$ cat config.mk
export PLATFORM = sky130hd
export DESIGN_NAME = lvd_ctrl
export DESIGN_NICKNAME = d
export VERILOG_FILES = /design/src/include/lvd_pkg.sv /design/src/logic/lvd_sync.sv /design/src/logic/lvd_ctrl.sv
export SDC_FILE = /design/constraint.sdc
export NUM_CORES = 1
export LEC_CHECK = 0
export BUFFER_PORTS_ARGS = -buffer_cell sky130_fd_sc_hd__clkbuf_2
export CORE_ASPECT_RATIO = 0.75
export CORE_MARGIN = 10
export CORE_UTILIZATION = 25
export DETAILED_ROUTE_END_ITERATION = 10
export PLACE_DENSITY = 0.53
export SLEW_MARGIN = 20
export SYNTH_ARGS = -nofsm -noshare
export SYNTH_HDL_FRONTEND = slang
export SYNTH_HIERARCHICAL = 1
export SYNTH_SLANG_ARGS = --single-unit
$ cat constraint.sdc
create_clock -name pclk -period 2.59 [get_ports pclk]
set_input_delay 0.259 -clock pclk [delete_from_list [all_inputs] [get_ports pclk]]
set_output_delay 0.259 -clock pclk [all_outputs]
set_load 0.02 [all_outputs]
$ cat src/include/lvd_pkg.sv
// Constants and types shared by the low-voltage detect control block
package lvd_pkg;

  // Register byte offsets
  localparam logic [7:0] OFS_CTRL   = 8'h00;
  localparam logic [7:0] OFS_LSEL   = 8'h04;
  localparam logic [7:0] OFS_IRQ    = 8'h08;
  localparam logic [7:0] OFS_RCAUSE = 8'h0c;

  // detect_control_reg fields
  localparam int CTRL_ON_BIT   = 7;
  localparam int CTRL_SRC_BIT  = 2;
  localparam int CTRL_MODE_BIT = 1;
  localparam int CTRL_FLAG_BIT = 0;

  // level_select_reg field
  localparam int LSEL_W = 4;

  // Interrupt control fields
  localparam int IRQ_REQ_BIT    = 0;
  localparam int IRQ_MASK_BIT   = 1;
  localparam int IRQ_SETTLE_BIT = 2;

  // reset_cause_reg field
  localparam int RCAUSE_LVD_BIT = 0;

  // Reset values
  localparam logic              CTRL_ON_RST   = 1'b0;
  localparam logic              CTRL_SRC_RST  = 1'b0;
  localparam logic              CTRL_MODE_RST = 1'b0;
  localparam logic [LSEL_W-1:0] LSEL_RST      = 4'h0;
  localparam logic              MASK_RST      = 1'b1;

  // Timing
  localparam int CLK_PERIOD_NS = 100;
  localparam int STAB_TIME_NS  = 10000;
  localparam int STAB_CYCLES   = (STAB_TIME_NS + CLK_PERIOD_NS - 1) / CLK_PERIOD_NS;
  localparam int STRAP_DELAY   = 3;

  typedef struct packed {
    logic detector_on;
    logic source_select;
    logic reset_mode_select;
  } lvd_ctrl_t;

  typedef enum logic [0:0] {
    LVD_ST_IDLE = 1'b0,
    LVD_ST_RESP = 1'b1
  } lvd_apb_st_t;

endpackage

$ cat src/logic/lvd_sync.sv
// Two-flop synchroniser for asynchronous level inputs
`timescale 1ns/1ps
module lvd_sync #(
  parameter int WIDTH = 1
) (
  input  wire logic             pclk,
  input  wire logic             presetn,
  input  wire logic [WIDTH-1:0] async_in,
  output logic      [WIDTH-1:0] sync_out
);

  logic [WIDTH-1:0] meta_ff;

  // First stage feeds only the second stage
  always_ff @(posedge pclk or negedge presetn) begin
    if (!presetn) begin
      meta_ff  <= '0;
      sync_out <= '0;
    end else begin
      meta_ff  <= async_in;
      sync_out <= meta_ff;
    end
  end

endmodule // lvd_sync

$ cat src/logic/lvd_ctrl.sv
// Low-voltage detect control logic with APB register access
//
// Function
// - Source select one compares the external level input.
// - Source select zero compares supply voltage; the reset default.
// - Writing detector_on one enables detection.
// - Level flag shows monitored voltage at or above threshold while enabled.
// - Reset mode set with voltage good gives no internal reset.
// - With mask clear, an interrupt may follow enabling at once.
// - Any reset sets the low-voltage interrupt mask.
// - Reset mode zero selects interrupt generation; the default.
// - Interrupt use raises interrupt on falling and rising crossings.
// - Disabling while voltage low raises an interrupt request.
// - A detector reset sets the cause flag at bit 0.
// - Level select survives detector resets, except default start ones.
`timescale 1ns/1ps
module lvd_ctrl (
  input  wire logic        pclk,
  input  wire logic        presetn,
  input  wire logic        psel,
  input  wire logic        penable,
  input  wire logic        pwrite,
  input  wire logic [7:0]  paddr,
  input  wire logic [31:0] pwdata,
  output logic      [31:0] prdata,
  output logic             pready,
  output logic             pslverr,
  input  wire logic        supply_ok,
  input  wire logic        external_level_input,
  input  wire logic        default_start_option,
  output logic             detector_on,
  output logic             source_select,
  output logic      [3:0]  threshold_code,
  output logic             lowv_interrupt,
  output logic             lowv_irq_pending,
  output logic             internal_reset_req
);

  lvd_pkg::lvd_ctrl_t       ctrl_ff;
  lvd_pkg::lvd_apb_st_t     st_ff;
  logic [lvd_pkg::LSEL_W-1:0] lsel_ff;
  logic       req_ff;
  logic       mask_ff;
  logic       cause_ff;
  logic       dflt_ff;
  logic       lvl_prev_ff;
  logic [1:0] strap_cnt_ff;
  logic [6:0] stab_cnt_ff;
  logic [2:0] cmp_sync;
  logic       lvl_now;
  logic       level_flag;
  logic       rise_evt;
  logic       fall_evt;
  logic       off_low_evt;
  logic       irq_evt;
  logic       lvd_rst;
  logic       settled;
  logic       acc;
  logic       wr_en;
  logic [31:0] rd_val;
  logic       rd_err;

  function automatic logic hit(input logic [7:0] a, input logic [7:0] ofs);
    hit = (a == ofs);
  endfunction

  lvd_sync #(
    .WIDTH (3)
  ) u_sync (
    .pclk     (pclk),
    .presetn  (presetn),
    .async_in ({default_start_option, external_level_input, supply_ok}),
    .sync_out (cmp_sync)
  );

  assign lvl_now = ctrl_ff.source_select ? cmp_sync[1] : cmp_sync[0];

  assign level_flag = ctrl_ff.detector_on & lvl_now;

  // Previous level reads high while off, so enabling into a low
  // voltage counts as a falling crossing
  assign fall_evt = ctrl_ff.detector_on & lvl_prev_ff & ~lvl_now;
  assign rise_evt = ctrl_ff.detector_on & ~lvl_prev_ff & lvl_now;

  assign off_low_evt = ~ctrl_ff.detector_on & ~lvl_prev_ff;

  assign irq_evt = ((fall_evt | rise_evt) & ~ctrl_ff.reset_mode_select) | off_low_evt;

  assign lvd_rst = ctrl_ff.detector_on & ctrl_ff.reset_mode_select & ~lvl_now;

  assign settled = (stab_cnt_ff == 7'(lvd_pkg::STAB_CYCLES));

  // APB access phase, write lands when ready is seen high
  assign acc   = psel & penable & pready;
  assign wr_en = acc & pwrite;

  always_ff @(posedge pclk or negedge presetn) begin
    if (!presetn) begin
      lvl_prev_ff <= 1'b1;
    end else begin
      lvl_prev_ff <= ctrl_ff.detector_on ? lvl_now : 1'b1;
    end
  end

  // Stabilisation counter, status only; detection is not held off
  always_ff @(posedge pclk or negedge presetn) begin
    if (!presetn) begin
      stab_cnt_ff <= 7'h00;
    end else if (!ctrl_ff.detector_on) begin
      stab_cnt_ff <= 7'h00;
    end else if (!settled) begin
      stab_cnt_ff <= stab_cnt_ff + 7'h01;
    end
  end

  // Strap sampled once, after it has crossed the synchroniser
  always_ff @(posedge pclk or negedge presetn) begin
    if (!presetn) begin
      strap_cnt_ff <= 2'h0;
      dflt_ff      <= 1'b0;
    end else if (strap_cnt_ff != 2'(lvd_pkg::STRAP_DELAY)) begin
      strap_cnt_ff <= strap_cnt_ff + 2'h1;
      if (strap_cnt_ff == 2'(lvd_pkg::STRAP_DELAY - 1)) begin
        dflt_ff <= cmp_sync[2];
      end
    end
  end

  always_ff @(posedge pclk or negedge presetn) begin
    if (!presetn) begin
      ctrl_ff.detector_on       <= lvd_pkg::CTRL_ON_RST;
      ctrl_ff.source_select     <= lvd_pkg::CTRL_SRC_RST;
      ctrl_ff.reset_mode_select <= lvd_pkg::CTRL_MODE_RST;
    end else if (wr_en && hit(paddr, lvd_pkg::OFS_CTRL)) begin
      ctrl_ff.detector_on       <= pwdata[lvd_pkg::CTRL_ON_BIT];
      ctrl_ff.source_select     <= pwdata[lvd_pkg::CTRL_SRC_BIT];
      ctrl_ff.reset_mode_select <= pwdata[lvd_pkg::CTRL_MODE_BIT];
    end else if (strap_cnt_ff == 2'(lvd_pkg::STRAP_DELAY - 1) && cmp_sync[2]) begin
      ctrl_ff.detector_on       <= 1'b1;
      ctrl_ff.reset_mode_select <= 1'b1;
    end
  end

  always_ff @(posedge pclk or negedge presetn) begin
    if (!presetn) begin
      lsel_ff <= lvd_pkg::LSEL_RST;
    end else if (lvd_rst) begin
      if (dflt_ff) begin
        lsel_ff <= lvd_pkg::LSEL_RST;
      end
    end else if (wr_en && hit(paddr, lvd_pkg::OFS_LSEL)) begin
      lsel_ff <= pwdata[lvd_pkg::LSEL_W-1:0];
    end
  end

  // Request flag: a new event beats a clearing write
  always_ff @(posedge pclk or negedge presetn) begin
    if (!presetn) begin
      req_ff <= 1'b0;
    end else if (irq_evt) begin
      req_ff <= 1'b1;
    end else if (wr_en && hit(paddr, lvd_pkg::OFS_IRQ) && pwdata[lvd_pkg::IRQ_REQ_BIT]) begin
      req_ff <= 1'b0;
    end
  end

  always_ff @(posedge pclk or negedge presetn) begin
    if (!presetn) begin
      mask_ff <= lvd_pkg::MASK_RST;
    end else if (lvd_rst) begin
      mask_ff <= 1'b1;
    end else if (wr_en && hit(paddr, lvd_pkg::OFS_IRQ)) begin
      mask_ff <= pwdata[lvd_pkg::IRQ_MASK_BIT];
    end
  end

  always_ff @(posedge pclk or negedge presetn) begin
    if (!presetn) begin
      cause_ff <= 1'b0;
    end else if (lvd_rst) begin
      cause_ff <= 1'b1;
    end else if (wr_en && hit(paddr, lvd_pkg::OFS_RCAUSE) &&
                 pwdata[lvd_pkg::RCAUSE_LVD_BIT]) begin
      cause_ff <= 1'b0;
    end
  end

  // Outputs toward analog and system
  always_ff @(posedge pclk or negedge presetn) begin
    if (!presetn) begin
      detector_on        <= 1'b0;
      source_select      <= 1'b0;
      threshold_code     <= 4'h0;
      lowv_interrupt     <= 1'b0;
      lowv_irq_pending   <= 1'b0;
      internal_reset_req <= 1'b0;
    end else begin
      detector_on        <= ctrl_ff.detector_on;
      source_select      <= ctrl_ff.source_select;
      threshold_code     <= lsel_ff;
      lowv_interrupt     <= irq_evt;
      lowv_irq_pending   <= req_ff & ~mask_ff;
      internal_reset_req <= lvd_rst;
    end
  end

  // Read mux and decode
  always_comb begin
    rd_val = 32'h0000_0000;
    rd_err = 1'b0;
    unique case (paddr)
      lvd_pkg::OFS_CTRL: begin
        rd_val[lvd_pkg::CTRL_ON_BIT]   = ctrl_ff.detector_on;
        rd_val[lvd_pkg::CTRL_SRC_BIT]  = ctrl_ff.source_select;
        rd_val[lvd_pkg::CTRL_MODE_BIT] = ctrl_ff.reset_mode_select;
        rd_val[lvd_pkg::CTRL_FLAG_BIT] = level_flag;
      end
      lvd_pkg::OFS_LSEL: begin
        rd_val[lvd_pkg::LSEL_W-1:0] = lsel_ff;
      end
      lvd_pkg::OFS_IRQ: begin
        rd_val[lvd_pkg::IRQ_REQ_BIT]    = req_ff;
        rd_val[lvd_pkg::IRQ_MASK_BIT]   = mask_ff;
        rd_val[lvd_pkg::IRQ_SETTLE_BIT] = settled;
      end
      lvd_pkg::OFS_RCAUSE: begin
        rd_val[lvd_pkg::RCAUSE_LVD_BIT] = cause_ff;
      end
      default: begin
        rd_err = 1'b1;
      end
    endcase
  end

  // APB slave: one wait state, ready from a flop
  always_ff @(posedge pclk or negedge presetn) begin
    if (!presetn) begin
      st_ff   <= lvd_pkg::LVD_ST_IDLE;
      pready  <= 1'b0;
      pslverr <= 1'b0;
      prdata  <= 32'h0000_0000;
    end else begin
      unique case (st_ff)
        lvd_pkg::LVD_ST_IDLE: begin
          pready  <= 1'b0;
          pslverr <= 1'b0;
          if (psel && penable) begin
            st_ff   <= lvd_pkg::LVD_ST_RESP;
            pready  <= 1'b1;
            pslverr <= rd_err;
            prdata  <= pwrite ? 32'h0000_0000 : rd_val;
          end
        end
        lvd_pkg::LVD_ST_RESP: begin
          st_ff   <= lvd_pkg::LVD_ST_IDLE;
          pready  <= 1'b0;
          pslverr <= 1'b0;
        end
      endcase
    end
  end

endmodule // lvd_ctrl

==> reports/qor.yml <==
cts_made_buffers: 5
fin_nets: 261
synth_area_um2: 1988
synth-seq-cells: 43
drive_gt1_share_pct: 26.79
power_density_nw_per_um2: 649.0
grt_setup_unrepaired: "no"
crit_path_end_kind: "flip-flop"
synth-seq-area-share_pct: 54.25
clock_sinks: 43
synth_adder_area_share_pct: 3.147
start_util_pct: 25.45
die_x_um: 123.0
final_cell_mix: "dfrtp_1, clkbuf_2, conb_1, nand2_1"
finalPower_mw: 1.487
synth.distinct_cells: 37
regToRegSetupSlack_ns: 0.75
grt_max_degree: 44
fin_tns_setup_ns: 0
final_common_cell: "dfrtp_1"
via_per_inst: 4.000
cts.reportedPaths.clkPinSlew_ns: 0.08
setup.worst_path.start: "stab_cnt_ff[0]$_DFFE_PN0P_"
synthXorXnorAreaFrac_pct: 1.762
ys_async_sr_fraction_pct: 100.0
fp.dieH_um: 97.23
syn_avg_cell_area_um2: 11.83
final_antenna_net_count: 0
tritoncts: "yes"
vias: 1256
cts_setup_buffers: 0
synth_compound_area_share_pct: 9.440
io_buffers: 36
synthesis.instances: 168
finClkSkew_ns: 0.006973
grt_pass1_vias: 1348
muxShareOfSynthArea_pct: 6.923
synthSimpleGateAreaFrac_pct: 12.21
insertion_delay_ns: 0.29
hpwlAfterDp_um: 3348
slew_headroom_pct: 52.05
p_leak_nw: 1.130
dpl_cell_area_um2: 2191
drv_slew: 0
hold_viol_final: 0
fin_crit_ns: 1.835
clockBufferDepth: 2
whs_ns: 0.02905
grt_first_pass_wirelength_um: 6955
globalplace.congestion: 0.7271
grt.overflow.total: 0
cts-root-buf: "clkbuf_8"
fillerInstances: 822
drt_iter0_drc: 19
worst_pin_slew_ns: 0.7177
crit_fanout: 5
synth-edff-count: 0
min_period_over_period_pct: 70.85
ys_warn_count: 6
core_region_area_um2: 7812
fmax_ghz: 0.5449
grt_usage_pct: 7.243
dr.pass1.iters: 4
required_ns: 2.83
htree_levels: 2
peakVddDrop_mv: 0.2095
antenna_cells: 0
rr_startpoint: "stab_cnt_ff[0]$_DFFE_PN0P_"
drv_cap: 0
setup-violations-final: 0
synthToLayoutAreaGrowth_pct: 15.23
outcome: "finished clean"
worstHoldPathType: "input port to async pin"
fp-row-count: 28
ios: 91
cts_resized: 0
wirelength_um: 4233
remaining_drc_errors: 0
critPathKind: "flip-flop to flip-flop"
antenna_found_initial: 0
final_area_um2: 2291
postCtsHoldBufs: 0
synthFlopType: "dfrtp_1"
wl_per_cell_um: 13.48
die_area_um2: 11960
synth_top_family_by_area: "simple AND/OR/NAND/NOR gates"
cp.arrival_ns: 2.07
cp-start-kind: "flip-flop"
-- report_power, final --
group          internal (mW)  total, mW  switching, mW
combinational         0.0963      0.233          0.137
sequential             0.733      0.791         0.0584
clock                  0.243      0.462          0.219
total                   1.07       1.49          0.414
-- cells by family after synthesis --
| family | Yosys count |
|---|---|
| AO/OA/AOI/OAI | 26 |
| XOR/XNOR | 4 |
| adder cells (fa/ha/maj) | 5 |
| buffers and inverters | 37 |
| flip-flops | 43 |
| multiplexers | 13 |
| other | 1 |
| AND/OR/NAND/NOR | 39 |
-- sequential cells by signal (all words and copies together), names as in the netlist, 2 cells and up --
signal	cells
stab_cnt_ff	7
u_sync/meta_ff	3
prdata	5
lsel_ff	4
threshold_code	4
strap_cnt_ff	2
ctrl_ff	3
u_sync/sync_out	3
-- metal layers --
layer	share of wire, %	vias to the layer above	track usage (%)
met5	0	-	0
met4	0.26	0	1.609
met2	45	36	10.73
met3	8.7	2	3.542
met1	46	616	9.244
li1	-	602	-
-- worst paths after layout --
path,endpoint,cells past startpoint
setup / recovery,prdata[2]$_DFFE_PN0P_,6
hold / removal,strap_cnt_ff[0]$_DFFE_PN0P_,2
max in group asynchronous,mask_ff$_DFFE_PN1P_,2
hold reg to reg,u_sync/sync_out[2]$_DFF_PN0_,0
setup reg to reg,prdata[2]$_DFFE_PN0P_,6
min in group pclk,u_sync/meta_ff[2]$_DFF_PN0_,1
-- synthesized netlist by cell type (2+ instances only) --
cell      instances  area share, %
a21boi_0          7            2.6
a21o_1            2           0.75
a21oi_1           4            1.0
a32o_1            3            1.5
and2_1            4            1.3
buf_4            27             10
clkbuf_1          3           0.57
dfrtp_1          41             52
dfstp_2           2            2.6
ha_1              5            3.1
inv_1             7            1.3
mux2_2            6            3.4
mux2i_1           7            3.5
nand2_1           8            1.5
nand2b_1          2           0.63
nand3_1           3           0.75
nand4_1           2           0.63
nor2_1            4           0.75
nor2b_1           4            1.3
o21ai_0           4            1.0
or3_1             4            1.3
xnor2_1           4            1.8
-- per-stage QoR --
| stage | util (%) | instances | setup WS, ns |
|---|---|---|---|
| 2_1_floorplan | - | 194 | 0.7733 |
| 3_3_place_gp | 28.04 | 306 | 0.4736 |
| 3_5_place_dp | 28.04 | 306 | 0.4686 |
| 4_1_cts | 29.32 | 314 | 0.7559 |
| 5_1_grt | 29.32 | 314 | 0.6640 |
| 6_report | 29.32 | 314 | 0.7549 |
-- area by class of cell --
type | count | area [µm²] | area share, %
Inverter | 7 | 26.28 | 1.147
Timing Repair Buffer | 37 | 187.7 | 8.192
Clock buffer | 8 | 100.1 | 4.369
Tap cell | 105 | 131.4 | 5.735
Multi-Input combinational cell | 114 | 767.0 | 33.48
Sequential cell | 43 | 1079 | 47.08
-- critical path, cell delays in order, from the launching register on --
cell and delay [ns]:
dfrtp_1 0.42, inv_1 0.07, ha_1 0.17, nand4b_1 0.11, nor3b_1 0.62, o2bb2ai_1 0.23
a22o_1 0.15
Note: power is estimated with default switching activity, not from simulation.
